--- src/design/qhp_pkg.sv ---
// Shared constants for the quad UART host bus port controller
package qhp_pkg;

  // ----------------------------------------------------------------
  // Clock and pin timing
  // ----------------------------------------------------------------
  localparam int CLK_MHZ = 100;
  localparam int SETUP_NS = 20;
  localparam int STROBE_NS = 50;
  localparam int HOLD_NS = 20;
  // Least times round up to whole cycles, never below one
  localparam int SETUP_CYC = ((SETUP_NS * CLK_MHZ + 999) / 1000) < 1 ? 1 : ((SETUP_NS * CLK_MHZ + 999) / 1000);
  localparam int STROBE_CYC = ((STROBE_NS * CLK_MHZ + 999) / 1000) < 1 ? 1 : ((STROBE_NS * CLK_MHZ + 999) / 1000);
  localparam int HOLD_CYC = ((HOLD_NS * CLK_MHZ + 999) / 1000) < 1 ? 1 : ((HOLD_NS * CLK_MHZ + 999) / 1000);
  localparam int CNT_W = 8;

  // ----------------------------------------------------------------
  // Register map (byte addresses, one word each)
  // ----------------------------------------------------------------
  localparam int ADDR_W = 8;
  localparam logic [ADDR_W-1:0] OFS_CTRL = 8'h00;
  localparam logic [ADDR_W-1:0] OFS_CMD = 8'h04;
  localparam logic [ADDR_W-1:0] OFS_STATUS = 8'h08;
  localparam logic [ADDR_W-1:0] OFS_RDATA = 8'h0C;
  localparam logic [ADDR_W-1:0] OFS_EVENT = 8'h10;
  localparam logic [ADDR_W-1:0] OFS_MASK = 8'h14;

  // CTRL fields
  localparam int CTRL_MODE_BIT = 0;
  localparam int CTRL_FORCE_BIT = 1;
  localparam logic [1:0] CTRL_RESET = 2'h0;

  // CMD fields
  localparam int CMD_WDATA_LSB = 0;
  localparam int CMD_REG_LSB = 8;
  localparam int CMD_CHAN_LSB = 11;
  localparam int CMD_READ_BIT = 16;

  // STATUS fields
  localparam int ST_BUSY_BIT = 0;
  localparam int ST_TX_READY_N_BIT = 1;
  localparam int ST_RX_READY_N_BIT = 2;
  localparam int ST_MODE_BIT = 3;
  localparam int ST_IRQ_LSB = 4;

  // EVENT and MASK fields
  localparam int EV_W = 7;
  localparam int EV_DONE_BIT = 0;
  localparam int EV_IRQ_LSB = 1;
  localparam int EV_TX_READY_N_BIT = 5;
  localparam int EV_RX_READY_N_BIT = 6;

  // Bus style: high selects separate strobes, low the direction line
  localparam logic MODE_RWLINE = 1'b0;
  localparam logic MODE_STROBE = 1'b1;

  localparam int NUM_CHAN = 4;
  localparam int REG_AW = 3;
  localparam int CHAN_W = 2;
  localparam int DATA_W = 8;

  // Pin cycle sequencer states
  typedef enum logic [1:0] {
    SEQ_IDLE = 2'b00,
    SEQ_SETUP = 2'b01,
    SEQ_STROBE = 2'b10,
    SEQ_HOLD = 2'b11
  } qhp_seq_state_e;

endpackage

--- src/design/qhp_seq_if.sv ---
// Handshake between the register front end and the pin cycle sequencer
`timescale 1ns/1ps
interface qhp_seq_if;
  logic start;
  logic busy;
  logic inCycle;
  logic strobeOn;
  logic capture;
  logic done;

  modport ctl (
    output start,
    input busy,
    input inCycle,
    input strobeOn,
    input capture,
    input done
  );

  modport seq (
    input start,
    output busy,
    output inCycle,
    output strobeOn,
    output capture,
    output done
  );
endinterface

--- src/design/qhp_pin_sequencer.sv ---
// Phase sequencer for one device bus cycle: setup, strobe, hold
`timescale 1ns/1ps
module qhp_pin_sequencer
  import qhp_pkg::*;
#(
  parameter int SETUP_N = SETUP_CYC,
  parameter int STROBE_N = STROBE_CYC,
  parameter int HOLD_N = HOLD_CYC
) (
  input wire logic clk,
  input wire logic rst,
  qhp_seq_if.seq cyc
);

  // ----------------------------------------------------------------
  // Parameter checks
  // ----------------------------------------------------------------
  if (SETUP_N < 1 || STROBE_N < 1 || HOLD_N < 1 || SETUP_N >= (1 << CNT_W) || STROBE_N >= (1 << CNT_W)
      || HOLD_N >= (1 << CNT_W)) begin : gBadTiming
    $error("qhp_pin_sequencer: phase counts must be 1 to 255");
  end

  qhp_seq_state_e stateQ;
  qhp_seq_state_e stateD;
  logic [CNT_W-1:0] cntQ;
  logic [CNT_W-1:0] cntD;
  wire cntZero = (cntQ == '0);

  // Phase walk; each phase lasts its count of cycles
  always_comb begin
    stateD = stateQ;
    cntD = cntZero ? cntQ : cntQ - 1'b1;
    case (stateQ)
      SEQ_IDLE: begin
        if (cyc.start) begin
          stateD = SEQ_SETUP;
          cntD = CNT_W'(SETUP_N - 1);
        end
      end
      SEQ_SETUP: begin
        if (cntZero) begin
          stateD = SEQ_STROBE;
          cntD = CNT_W'(STROBE_N - 1);
        end
      end
      SEQ_STROBE: begin
        if (cntZero) begin
          stateD = SEQ_HOLD;
          cntD = CNT_W'(HOLD_N - 1);
        end
      end
      SEQ_HOLD: begin
        if (cntZero) begin
          stateD = SEQ_IDLE;
        end
      end
      default: begin
        stateD = SEQ_IDLE;
        cntD = '0;
      end
    endcase
  end

  // State and counter
  always_ff @(posedge clk or posedge rst) begin
    if (rst) begin
      stateQ <= SEQ_IDLE;
      cntQ <= '0;
    end else begin
      stateQ <= stateD;
      cntQ <= cntD;
    end
  end

  // Pins follow the next phase so they change on the same edge as the state
  assign cyc.inCycle = (stateD != SEQ_IDLE);
  assign cyc.strobeOn = (stateD == SEQ_STROBE);
  assign cyc.capture = (stateQ == SEQ_STROBE) && cntZero;
  assign cyc.done = (stateQ == SEQ_HOLD) && cntZero;
  assign cyc.busy = (stateQ != SEQ_IDLE);

endmodule

--- src/design/qhp_irq_status.sv ---
// Sticky event flags, mask and level interrupt output
`timescale 1ns/1ps
module qhp_irq_status
  import qhp_pkg::*;
#(
  parameter int W = EV_W
) (
  input wire logic clk,
  input wire logic rst,
  input wire logic [W-1:0] evtSet,
  input wire logic [W-1:0] evtClr,
  input wire logic maskWe,
  input wire logic [W-1:0] maskIn,
  output logic [W-1:0] status,
  output logic [W-1:0] mask,
  output logic irq
);

  if (W < 1) begin : gBadWidth
    $error("qhp_irq_status: width must be at least 1");
  end

  logic [W-1:0] statusQ;
  logic [W-1:0] maskQ;
  // Set wins over clear, so an event landing on the clearing read survives
  wire [W-1:0] statusD = (statusQ & ~evtClr) | evtSet;

  // Flags and mask
  always_ff @(posedge clk or posedge rst) begin
    if (rst) begin
      statusQ <= '0;
      maskQ <= '0;
    end else begin
      statusQ <= statusD;
      if (maskWe) begin
        maskQ <= maskIn;
      end
    end
  end

  assign status = statusQ;
  assign mask = maskQ;
  assign irq = |(statusQ & maskQ);

endmodule

--- src/design/qhp_host_port.sv ---
// Host controller driving the parallel bus of a quad UART device
//
// The address map and the APB slave port are this design's own decisions.
`timescale 1ns/1ps
// Operation
// - Strobe style: falling read strobe starts a read of register A2:A0.
// - Strobe style: host captures the data byte on the rising read strobe.
// - Direction-line style: host holds the read strobe permanently high.
// - Strobe style: write strobe low then high; data stored on its rising edge.
// - Direction-line style: write strobe pin is direction, high read, low write.
// - Strobe style: only the addressed channel's active-low select goes low.
// - Direction-line style: channel A select is the single device select.
// - Direction-line style: channel B and C selects carry address lines A3, A4.
// - Direction-line style: host ties the channel D select high.
// - Interrupt force input enables outputs in strobe style; held low otherwise.
module qhp_host_port
  import qhp_pkg::*;
#(
  parameter int SETUP_N = qhp_pkg::SETUP_CYC,
  parameter int STROBE_N = qhp_pkg::STROBE_CYC,
  parameter int HOLD_N = qhp_pkg::HOLD_CYC
) (
  input wire logic clk,
  input wire logic rst,
  // APB slave
  input wire logic [qhp_pkg::ADDR_W-1:0] paddr,
  input wire logic psel,
  input wire logic penable,
  input wire logic pwrite,
  input wire logic [31:0] pwdata,
  output logic pready,
  output logic [31:0] prdata,
  output logic pslverr,
  output logic irq,
  // Device bus pins
  output logic bus_mode_sel,
  output logic read_strobe_n,
  output logic write_strobe_n,
  output logic chan_a_select_n,
  output logic chan_b_select_n,
  output logic chan_c_select_n,
  output logic chan_d_select_n,
  output logic [qhp_pkg::REG_AW-1:0] reg_addr,
  output logic [qhp_pkg::DATA_W-1:0] data_out,
  output logic data_oe,
  input wire logic [qhp_pkg::DATA_W-1:0] data_in,
  output logic irq_force_enable,
  input wire logic chan_a_irq,
  input wire logic chan_b_irq,
  input wire logic chan_c_irq,
  input wire logic chan_d_irq,
  input wire logic tx_ready_n,
  input wire logic rx_ready_n
);
  import qhp_pkg::*;

  // ----------------------------------------------------------------
  // Parameter and layout checks
  // ----------------------------------------------------------------
  // Phase counts must fit the sequencer counter
  if (SETUP_N < 1 || STROBE_N < 1 || HOLD_N < 1 || SETUP_N >= (1 << CNT_W) || STROBE_N >= (1 << CNT_W)
      || HOLD_N >= (1 << CNT_W)) begin : gBadTiming
    $error("qhp_host_port: phase counts must be 1 to 255");
  end
  // Select and interrupt pin mapping is written out for four channels
  if (NUM_CHAN != 4 || CHAN_W != 2) begin : gBadChan
    $error("qhp_host_port: pin mapping serves four channels only");
  end
  // Command fields are packed low to high without overlap
  if (CMD_REG_LSB < CMD_WDATA_LSB + DATA_W || CMD_CHAN_LSB < CMD_REG_LSB + REG_AW
      || CMD_READ_BIT < CMD_CHAN_LSB + CHAN_W || CMD_READ_BIT > 31) begin : gBadCmd
    $error("qhp_host_port: command fields overlap");
  end
  // Status and event words are built by concatenation in a fixed order
  if (ST_TX_READY_N_BIT != ST_BUSY_BIT + 1 || ST_RX_READY_N_BIT != ST_TX_READY_N_BIT + 1 || ST_MODE_BIT != ST_RX_READY_N_BIT + 1
      || ST_IRQ_LSB != ST_MODE_BIT + 1) begin : gBadStatus
    $error("qhp_host_port: status fields out of order");
  end
  if (EV_IRQ_LSB != EV_DONE_BIT + 1 || EV_TX_READY_N_BIT != EV_IRQ_LSB + NUM_CHAN || EV_RX_READY_N_BIT != EV_TX_READY_N_BIT + 1
      || EV_W != EV_RX_READY_N_BIT + 1) begin : gBadEvent
    $error("qhp_host_port: event fields out of order");
  end

  // ----------------------------------------------------------------
  // Sequencer and interrupt block
  // ----------------------------------------------------------------
  qhp_seq_if cyc ();

  qhp_pin_sequencer #(
    .SETUP_N(SETUP_N),
    .STROBE_N(STROBE_N),
    .HOLD_N(HOLD_N)
  ) uSeq (
    .clk(clk),
    .rst(rst),
    .cyc(cyc)
  );

  logic [EV_W-1:0] evtSet;
  logic [EV_W-1:0] evtClr;
  logic [EV_W-1:0] evtStatus;
  logic [EV_W-1:0] evtMask;
  logic maskWe;

  qhp_irq_status #(
    .W(EV_W)
  ) uIrq (
    .clk(clk),
    .rst(rst),
    .evtSet(evtSet),
    .evtClr(evtClr),
    .maskWe(maskWe),
    .maskIn(pwdata[EV_W-1:0]),
    .status(evtStatus),
    .mask(evtMask),
    .irq(irq)
  );

  // ----------------------------------------------------------------
  // APB decode
  // ----------------------------------------------------------------
  wire setupPh = psel && !penable;
  wire accessPh = psel && penable;
  wire hitCtrl = (paddr == OFS_CTRL);
  wire hitCmd = (paddr == OFS_CMD);
  wire hitStatus = (paddr == OFS_STATUS);
  wire hitRdata = (paddr == OFS_RDATA);
  wire hitEvent = (paddr == OFS_EVENT);
  wire hitMask = (paddr == OFS_MASK);
  wire mapped = hitCtrl | hitCmd | hitStatus | hitRdata | hitEvent | hitMask;
  wire wrAcc = accessPh && pwrite;
  wire rdAcc = accessPh && !pwrite;

  // Zero wait states: every access completes in its first access cycle
  assign pready = accessPh;
  assign pslverr = accessPh && !mapped;

  // ----------------------------------------------------------------
  // Software registers
  // ----------------------------------------------------------------
  logic modeQ;
  logic forceQ;
  logic startQ;
  logic readQ;
  logic [CHAN_W-1:0] chanQ;
  logic [REG_AW-1:0] regQ;
  logic [DATA_W-1:0] wdataQ;
  logic [DATA_W-1:0] rdataQ;
  logic [31:0] prdataQ;
  logic [EV_W-1:0] rdSnapQ;

  // A command is refused while a cycle runs; mode is frozen too
  wire busyAll = cyc.busy | startQ;
  wire cmdTake = wrAcc && hitCmd && !busyAll;
  wire ctrlTake = wrAcc && hitCtrl;
  assign maskWe = wrAcc && hitMask;

  // Control and command capture
  always_ff @(posedge clk or posedge rst) begin
    if (rst) begin
      modeQ <= MODE_RWLINE;
      forceQ <= 1'b0;
      startQ <= 1'b0;
      readQ <= 1'b0;
      chanQ <= '0;
      regQ <= '0;
      wdataQ <= '0;
    end else begin
      startQ <= cmdTake;
      if (ctrlTake && !busyAll) begin
        modeQ <= pwdata[CTRL_MODE_BIT];
      end
      if (ctrlTake) begin
        forceQ <= pwdata[CTRL_FORCE_BIT];
      end
      if (cmdTake) begin
        readQ <= pwdata[CMD_READ_BIT];
        chanQ <= pwdata[CMD_CHAN_LSB +: CHAN_W];
        regQ <= pwdata[CMD_REG_LSB +: REG_AW];
        wdataQ <= pwdata[CMD_WDATA_LSB +: DATA_W];
      end
    end
  end

  assign cyc.start = startQ;

  // ----------------------------------------------------------------
  // Device interrupt and ready sensing
  // ----------------------------------------------------------------
  wire strobeMode = (modeQ == MODE_STROBE);
  // Direction-line style: one active-low request on channel A, others ignored
  // Decode in the style the device is in now: the mode pin trails CTRL by one cycle,
  // and decoding from CTRL would see a false channel A edge at a style change
  wire pinStrobe = (bus_mode_sel == MODE_STROBE);
  wire [NUM_CHAN-1:0] irqAct = pinStrobe ? {chan_d_irq, chan_c_irq, chan_b_irq, chan_a_irq}
                                          : {3'b000, !chan_a_irq};
  logic [NUM_CHAN-1:0] irqPrevQ;
  logic txPrevQ;
  logic rxPrevQ;

  // Edge history; ready pins already carry the AND of all four channels
  always_ff @(posedge clk or posedge rst) begin
    if (rst) begin
      irqPrevQ <= '0;
      txPrevQ <= 1'b1;
      rxPrevQ <= 1'b1;
    end else begin
      irqPrevQ <= irqAct;
      txPrevQ <= tx_ready_n;
      rxPrevQ <= rx_ready_n;
    end
  end

  // Events: cycle finished, interrupt rising, first channel turning ready (combined ready pin falling)
  assign evtSet[EV_DONE_BIT] = cyc.done;
  assign evtSet[EV_IRQ_LSB +: NUM_CHAN] = irqAct & ~irqPrevQ;
  assign evtSet[EV_TX_READY_N_BIT] = txPrevQ && !tx_ready_n;
  assign evtSet[EV_RX_READY_N_BIT] = rxPrevQ && !rx_ready_n;
  // Only bits seen by the read are cleared, so a later event is not lost
  assign evtClr = (rdAcc && hitEvent) ? rdSnapQ : '0;

  // ----------------------------------------------------------------
  // Read path: data is sampled in the setup cycle
  // ----------------------------------------------------------------
  wire [31:0] statusWord = {{(32 - ST_IRQ_LSB - NUM_CHAN){1'b0}}, irqAct, modeQ, rx_ready_n, tx_ready_n, busyAll};
  wire [31:0] ctrlWord = {30'h0, forceQ, modeQ};
  wire [31:0] cmdWord = {15'h0, readQ, 3'h0, chanQ, regQ, wdataQ};
  wire [31:0] rdMux = hitCtrl ? ctrlWord
                    : hitCmd ? cmdWord
                    : hitStatus ? statusWord
                    : hitRdata ? {24'h0, rdataQ}
                    : hitEvent ? {{(32 - EV_W){1'b0}}, evtStatus}
                    : hitMask ? {{(32 - EV_W){1'b0}}, evtMask}
                    : 32'h0;

  // Read data register and snapshot of the flags returned
  always_ff @(posedge clk or posedge rst) begin
    if (rst) begin
      prdataQ <= '0;
      rdSnapQ <= '0;
    end else if (setupPh) begin
      prdataQ <= rdMux;
      rdSnapQ <= evtStatus;
    end
  end

  assign prdata = prdataQ;

  // ----------------------------------------------------------------
  // Device pin drive
  // ----------------------------------------------------------------
  // Strobe style selects: one low at most, only during a cycle
  wire [NUM_CHAN-1:0] oneHotSel = NUM_CHAN'(1) << chanQ;
  wire [NUM_CHAN-1:0] strbSelN = cyc.inCycle ? ~oneHotSel : '1;
  // Direction-line style: A is the device select, B/C carry A3/A4, D high
  wire [NUM_CHAN-1:0] rwSelN = {1'b1, chanQ[1], chanQ[0], !cyc.strobeOn};
  wire [NUM_CHAN-1:0] selD = strobeMode ? strbSelN : rwSelN;
  // Read strobe unused and high in direction-line style
  wire rdD = !(strobeMode && cyc.strobeOn && readQ);
  // Write pin: strobe, or a level that is high for read and low for write
  wire wrD = strobeMode ? !(cyc.strobeOn && !readQ) : (!cyc.inCycle || readQ);
  wire oeD = cyc.inCycle && !readQ;
  // Force input only driven in strobe style, low otherwise
  wire forceD = strobeMode && forceQ;

  // Registered pins; address and data stay valid through setup and hold
  always_ff @(posedge clk or posedge rst) begin
    if (rst) begin
      bus_mode_sel <= MODE_RWLINE;
      read_strobe_n <= 1'b1;
      write_strobe_n <= 1'b1;
      {chan_d_select_n, chan_c_select_n, chan_b_select_n, chan_a_select_n} <= '1;
      reg_addr <= '0;
      data_out <= '0;
      data_oe <= 1'b0;
      irq_force_enable <= 1'b0;
    end else begin
      bus_mode_sel <= modeQ;
      read_strobe_n <= rdD;
      write_strobe_n <= wrD;
      {chan_d_select_n, chan_c_select_n, chan_b_select_n, chan_a_select_n} <= selD;
      reg_addr <= regQ;
      data_out <= wdataQ;
      data_oe <= oeD;
      irq_force_enable <= forceD;
    end
  end

  // Read byte taken at the edge where the strobe (or select) rises
  always_ff @(posedge clk or posedge rst) begin
    if (rst) begin
      rdataQ <= '0;
    end else if (cyc.capture && readQ) begin
      rdataQ <= data_in;
    end
  end

endmodule

--- config.mk ---
export PLATFORM = sky130hd
export DESIGN_NAME = qhp_host_port
export DESIGN_NICKNAME = d
export VERILOG_FILES = /design/src/design/qhp_pkg.sv /design/src/design/qhp_seq_if.sv /design/src/design/qhp_pin_sequencer.sv /design/src/design/qhp_irq_status.sv /design/src/design/qhp_host_port.sv
export SDC_FILE = /design/constraint.sdc
export NUM_CORES = 1
export LEC_CHECK = 0
export ABC_AREA = 1
export BUFFER_PORTS_ARGS = -buffer_cell sky130_fd_sc_hd__buf_4
export CAP_MARGIN = 25
export CORE_UTILIZATION = 53
export DETAILED_ROUTE_END_ITERATION = 10
export PLACE_DENSITY = 0.89
export SLEW_MARGIN = 25
export SYNTH_ARGS = -nofsm -noshare
export SYNTH_HDL_FRONTEND = slang
export SYNTH_HIERARCHICAL = 1
export SYNTH_SLANG_ARGS = --single-unit
--- constraint.sdc ---
create_clock -name clk -period 3.2 [get_ports clk]
set_input_delay 0.8 -clock clk [delete_from_list [all_inputs] [get_ports clk]]
set_output_delay 0.8 -clock clk [all_outputs]
set_load 0.02 [all_outputs]
==> impl_metrics.py <==
metrics = {
    "run_status": {
        "outcome": "finished clean",
    },
    "clocking": {
        "holdBufCountCts": 0,
        "cts_post_setup_buffers_inserted": 0,
        "cts_resized": 0,
        "tritoncts_num_sinks": 96,
        "clkLatencyLatePin_ps": 380,
        "root_cell_of_the_clock_tree": "clkbuf_8",
        "cts_tree": "yes",
        "htree_levels": 3,
        "cts_made_buffers": 9,
        "clock_pin_slew_of_the_registers_on_the_worst_case_setup_and_hold_paths_ps": 100,
        "clockBufferDepth": 2,
    },
    "sta": {
        "min_setup_slack_post_route_ps": 566,
        "fmax_mhz": 380,
        "slew_headroom": 0.503,
        "report.final.setup_viol": 0,
        "layout_min_cycle_time_ps": 2630,
        "unrepaired_setup_endpoints_after_global_routing": "false",
        "fin_worst_skew_ps": 20.1,
        "report.final.slew_viol_count": 0,
        "hold_violations": 0,
        "whs_ps": 387,
        "setup-tns-final_ps": 0,
        "finalCritPeriodShare": 0.823,
        "tightestPinTransition_ps": 745,
    },
    "critical_path": {
        "path_class": "in -> out",
        "timing.critical_path.cells": "buf_4 -> nor2_4 -> nand3_1 -> nor3_1 -> nor4_1 -> buf_4",
        "cpPeakStageDelay_ps": 340,
        "slowest_stage": "nor3_1",
        "timing.critical_path.arrival_ps": 1830,
        "kind_of_cell_with_the_highest_combined_delay_on_the_critical_path": "simple AND/OR/NAND/NOR gates",
        "critPathLaunchType": "primary input",
        "critical_path.most_common_cell": "buf_4",
        "cp.buffers_inverters": 2,
        "critical_path.max_fanout": 3,
        "endpoint_kind": "output pin",
        "critPathRequiredTime_ps": 2400,
    },
    "yosys": {
        "syn-mean-instance-area_um2": 8.85,
        "synth_simple_gate_area_frac": 0.247,
        "netlist-cell-type-count": 44,
        "sequential_cell_area_fraction_in_the_yosys_report": 0.519,
        "synthesis.instances": 525,
        "synth-compound-area-share": 0.0942,
        "synth.yosys.warnings": 6,
        "muxShareOfSynthArea": 0.00485,
        "synth.ff_latch_count": 96,
        "parity_gate_share_of_the_synthesized_area_counting_xor_and_xnor_cells": 0.00754,
        "synth_top_family_by_area": "simple AND/OR/NAND/NOR gates",
        "synth_area_um2": 4650,
        "yosys.area_share.adder": 0.00808,
    },
    "grt": {
        "grt_overflow": 0,
        "grt_start_max_net_pins": 40,
        "global_route.usage.total": 0.258,
        "grt_pass1_wl_um": 17400,
        "vias_in_the_first_global_route": 3661,
        "antenna_found_initial": 0,
    },
    "finish": {
        "most-common-layout-cells": "nand2_1, dfrtp_1, inv_1, buf_4, nor2_1",
        "design.final.nets": 670,
        "n_antenna_cell": 0,
        "commonest_non_fill_non_tap_cell_in_the_layout": "nand2_1",
        "syn2layout_area_growth_pct": 17.4,
        "final_core_utilization": 0.654,
        "layout.cells.non_filler": 718,
        "post_route_cells_drive_above_1_share": 0.276,
        "filler_cell_count": 704,
    },
    "drt": {
        "routed_wl_um": 10800,
        "ant_nets": 0,
        "drt_iter0_markers": 238,
        "route.detailed.wl_per_inst_um": 15.1,
        "via_count": 3656,
        "detail_route.drc_violations": 0,
        "via_per_inst": 5.09,
        "dr.pass1.iters": 5,
    },
    "place": {
        "dp_slack_ps": 597,
        "place.port_buffers": 77,
        "place.detailed.hpwl_um": 8220,
        "gp_congestion": 0.891,
        "dp.cells": 702,
    },
    "power": {
        "cellPowerDensity_nw_per_um2": 487,
        "vdd_ir_drop_max_mv": 0.276,
        "cellLeakagePower_nw": 3.01,
    },
    "die": {
        "core_area_um2": 8340,
        "dieWidth_um": 95.7,
        "num_io_pins": 114,
        "die_area_um2": 9150,
        "floorplan.initialDensity": 0.557,
        "rows": 33,
        "die_h_um": 95.7,
    },
    "job": {
        "max-cap-violations": 0,
    },
    "min_path": {
        "worstHoldPathType": "reg -> reg",
    },
}
[worst reg2reg max path: cells and delay by family, from the launching register on]
kind                     cells  cell delay [ps]
adder cells (fa/ha/maj)      1              200
buffers and inverters        2              170
flip-flops                   1              420
multiplexers                 1              400
AND/OR/NAND/NOR              4              760
[path summary, 6_finish.rpt]
| kind | slack [ps] | cells after the start | from | to |
|---|---|---|---|---|
| min reg2reg | 390 | 0 | regQ[0]$_DFFE_PP0P_ | reg_addr[0]$_DFF_PP0_ |
| max reg2reg | 1170 | 8 | uSeq/cntQ[0]$_DFF_PP0_ | rdataQ[4]$_DFFE_PP0P_ |
| max | 570 | 6 | paddr[7] | pslverr |
| min | 390 | 0 | regQ[0]$_DFFE_PP0P_ | reg_addr[0]$_DFF_PP0_ |
| min in group asynchronous | 440 | 2 | rst | uSeq/cntQ[7]$_DFF_PP0_ |
| max in group asynchronous | 1900 | 3 | rst | rxPrevQ$_DFF_PP1_ |
[kinds of logic after synthesis]
family / after synthesis
flip-flops: 96
adder cells (fa/ha/maj): 3
buffers and inverters: 117
AO/OA/AOI/OAI: 71
XOR/XNOR: 4
multiplexers: 2
other: 1
AND/OR/NAND/NOR: 231
[cells in the mapped netlist (all sizes together)]
cell type	number	area (µm²)
nand3b	2	15.0
mux2	2	22.5
nor3	9	76.3
a21oi	13	65.1
o2111ai	1	8.76
and2b	1	7.51
buf	23	193
dfstp	8	210
nor4	2	12.5
ha	3	37.5
inv	91	344
dfrtp	88	2200
o22ai	2	12.5
conb	1	3.75
xor2	4	35.0
o211ai	2	15.0
o21ai	41	246
nand4	4	25.0
or2	3	18.8
o21bai	10	75.1
clkbuf	2	7.51
a32oi	1	8.76
and2	1	6.26
nand2	122	543
nor2	60	297
nand3	27	145
clkinv	1	8.76
a31oi	1	6.26
[state kept, by name, indices dropped and copies added (netlist names), 2 cells and up]
register,cells
prdata,14
data_out,8
rdataQ,8
uSeq/cntQ,8
wdataQ,8
rdSnapQ,7
uIrq/mask,7
uIrq/status,7
irqPrevQ,4
regQ,3
reg_addr,3
chanQ,2
uSeq/stateQ,2
[stage by stage]
step / total power [mW] / area (µm²)
2_1_floorplan: 1.74 / 4710
3_3_place_gp: 1.85 / 5260
3_5_place_dp: 1.89 / 5260
4_1_cts: 2.67 / 5460
5_1_grt: 2.80 / 5460
6_report: 2.66 / 5460
[final cells by class]
class / count / area (µm²) / area share
Timing Repair Buffer: 80 / 613 / 0.112
Multi-Input combinational cell: 329 / 1750 / 0.321
Clock inverter: 6 / 57.6 / 0.0105
Inverter: 92 / 353 / 0.0646
Clock buffer: 10 / 138 / 0.0252
Tap cell: 105 / 131 / 0.0241
Sequential cell: 96 / 2410 / 0.442
[report_power, final]
part,total (mW),switching (mW),internal [mW],leakage [nW]
combinational,0.490,0.303,0.186,1.81
clock,0.791,0.466,0.325,0.102
sequential,1.38,0.0701,1.31,1.10
total,2.66,0.839,1.82,3.01
[layer usage]
layer	GRT usage	wire [µm]
met3	0.0534	572
met1	0.321	4530
met2	0.438	5360
met5	0	0
met4	0.102	352
Power figures use the tool's default switching activity.
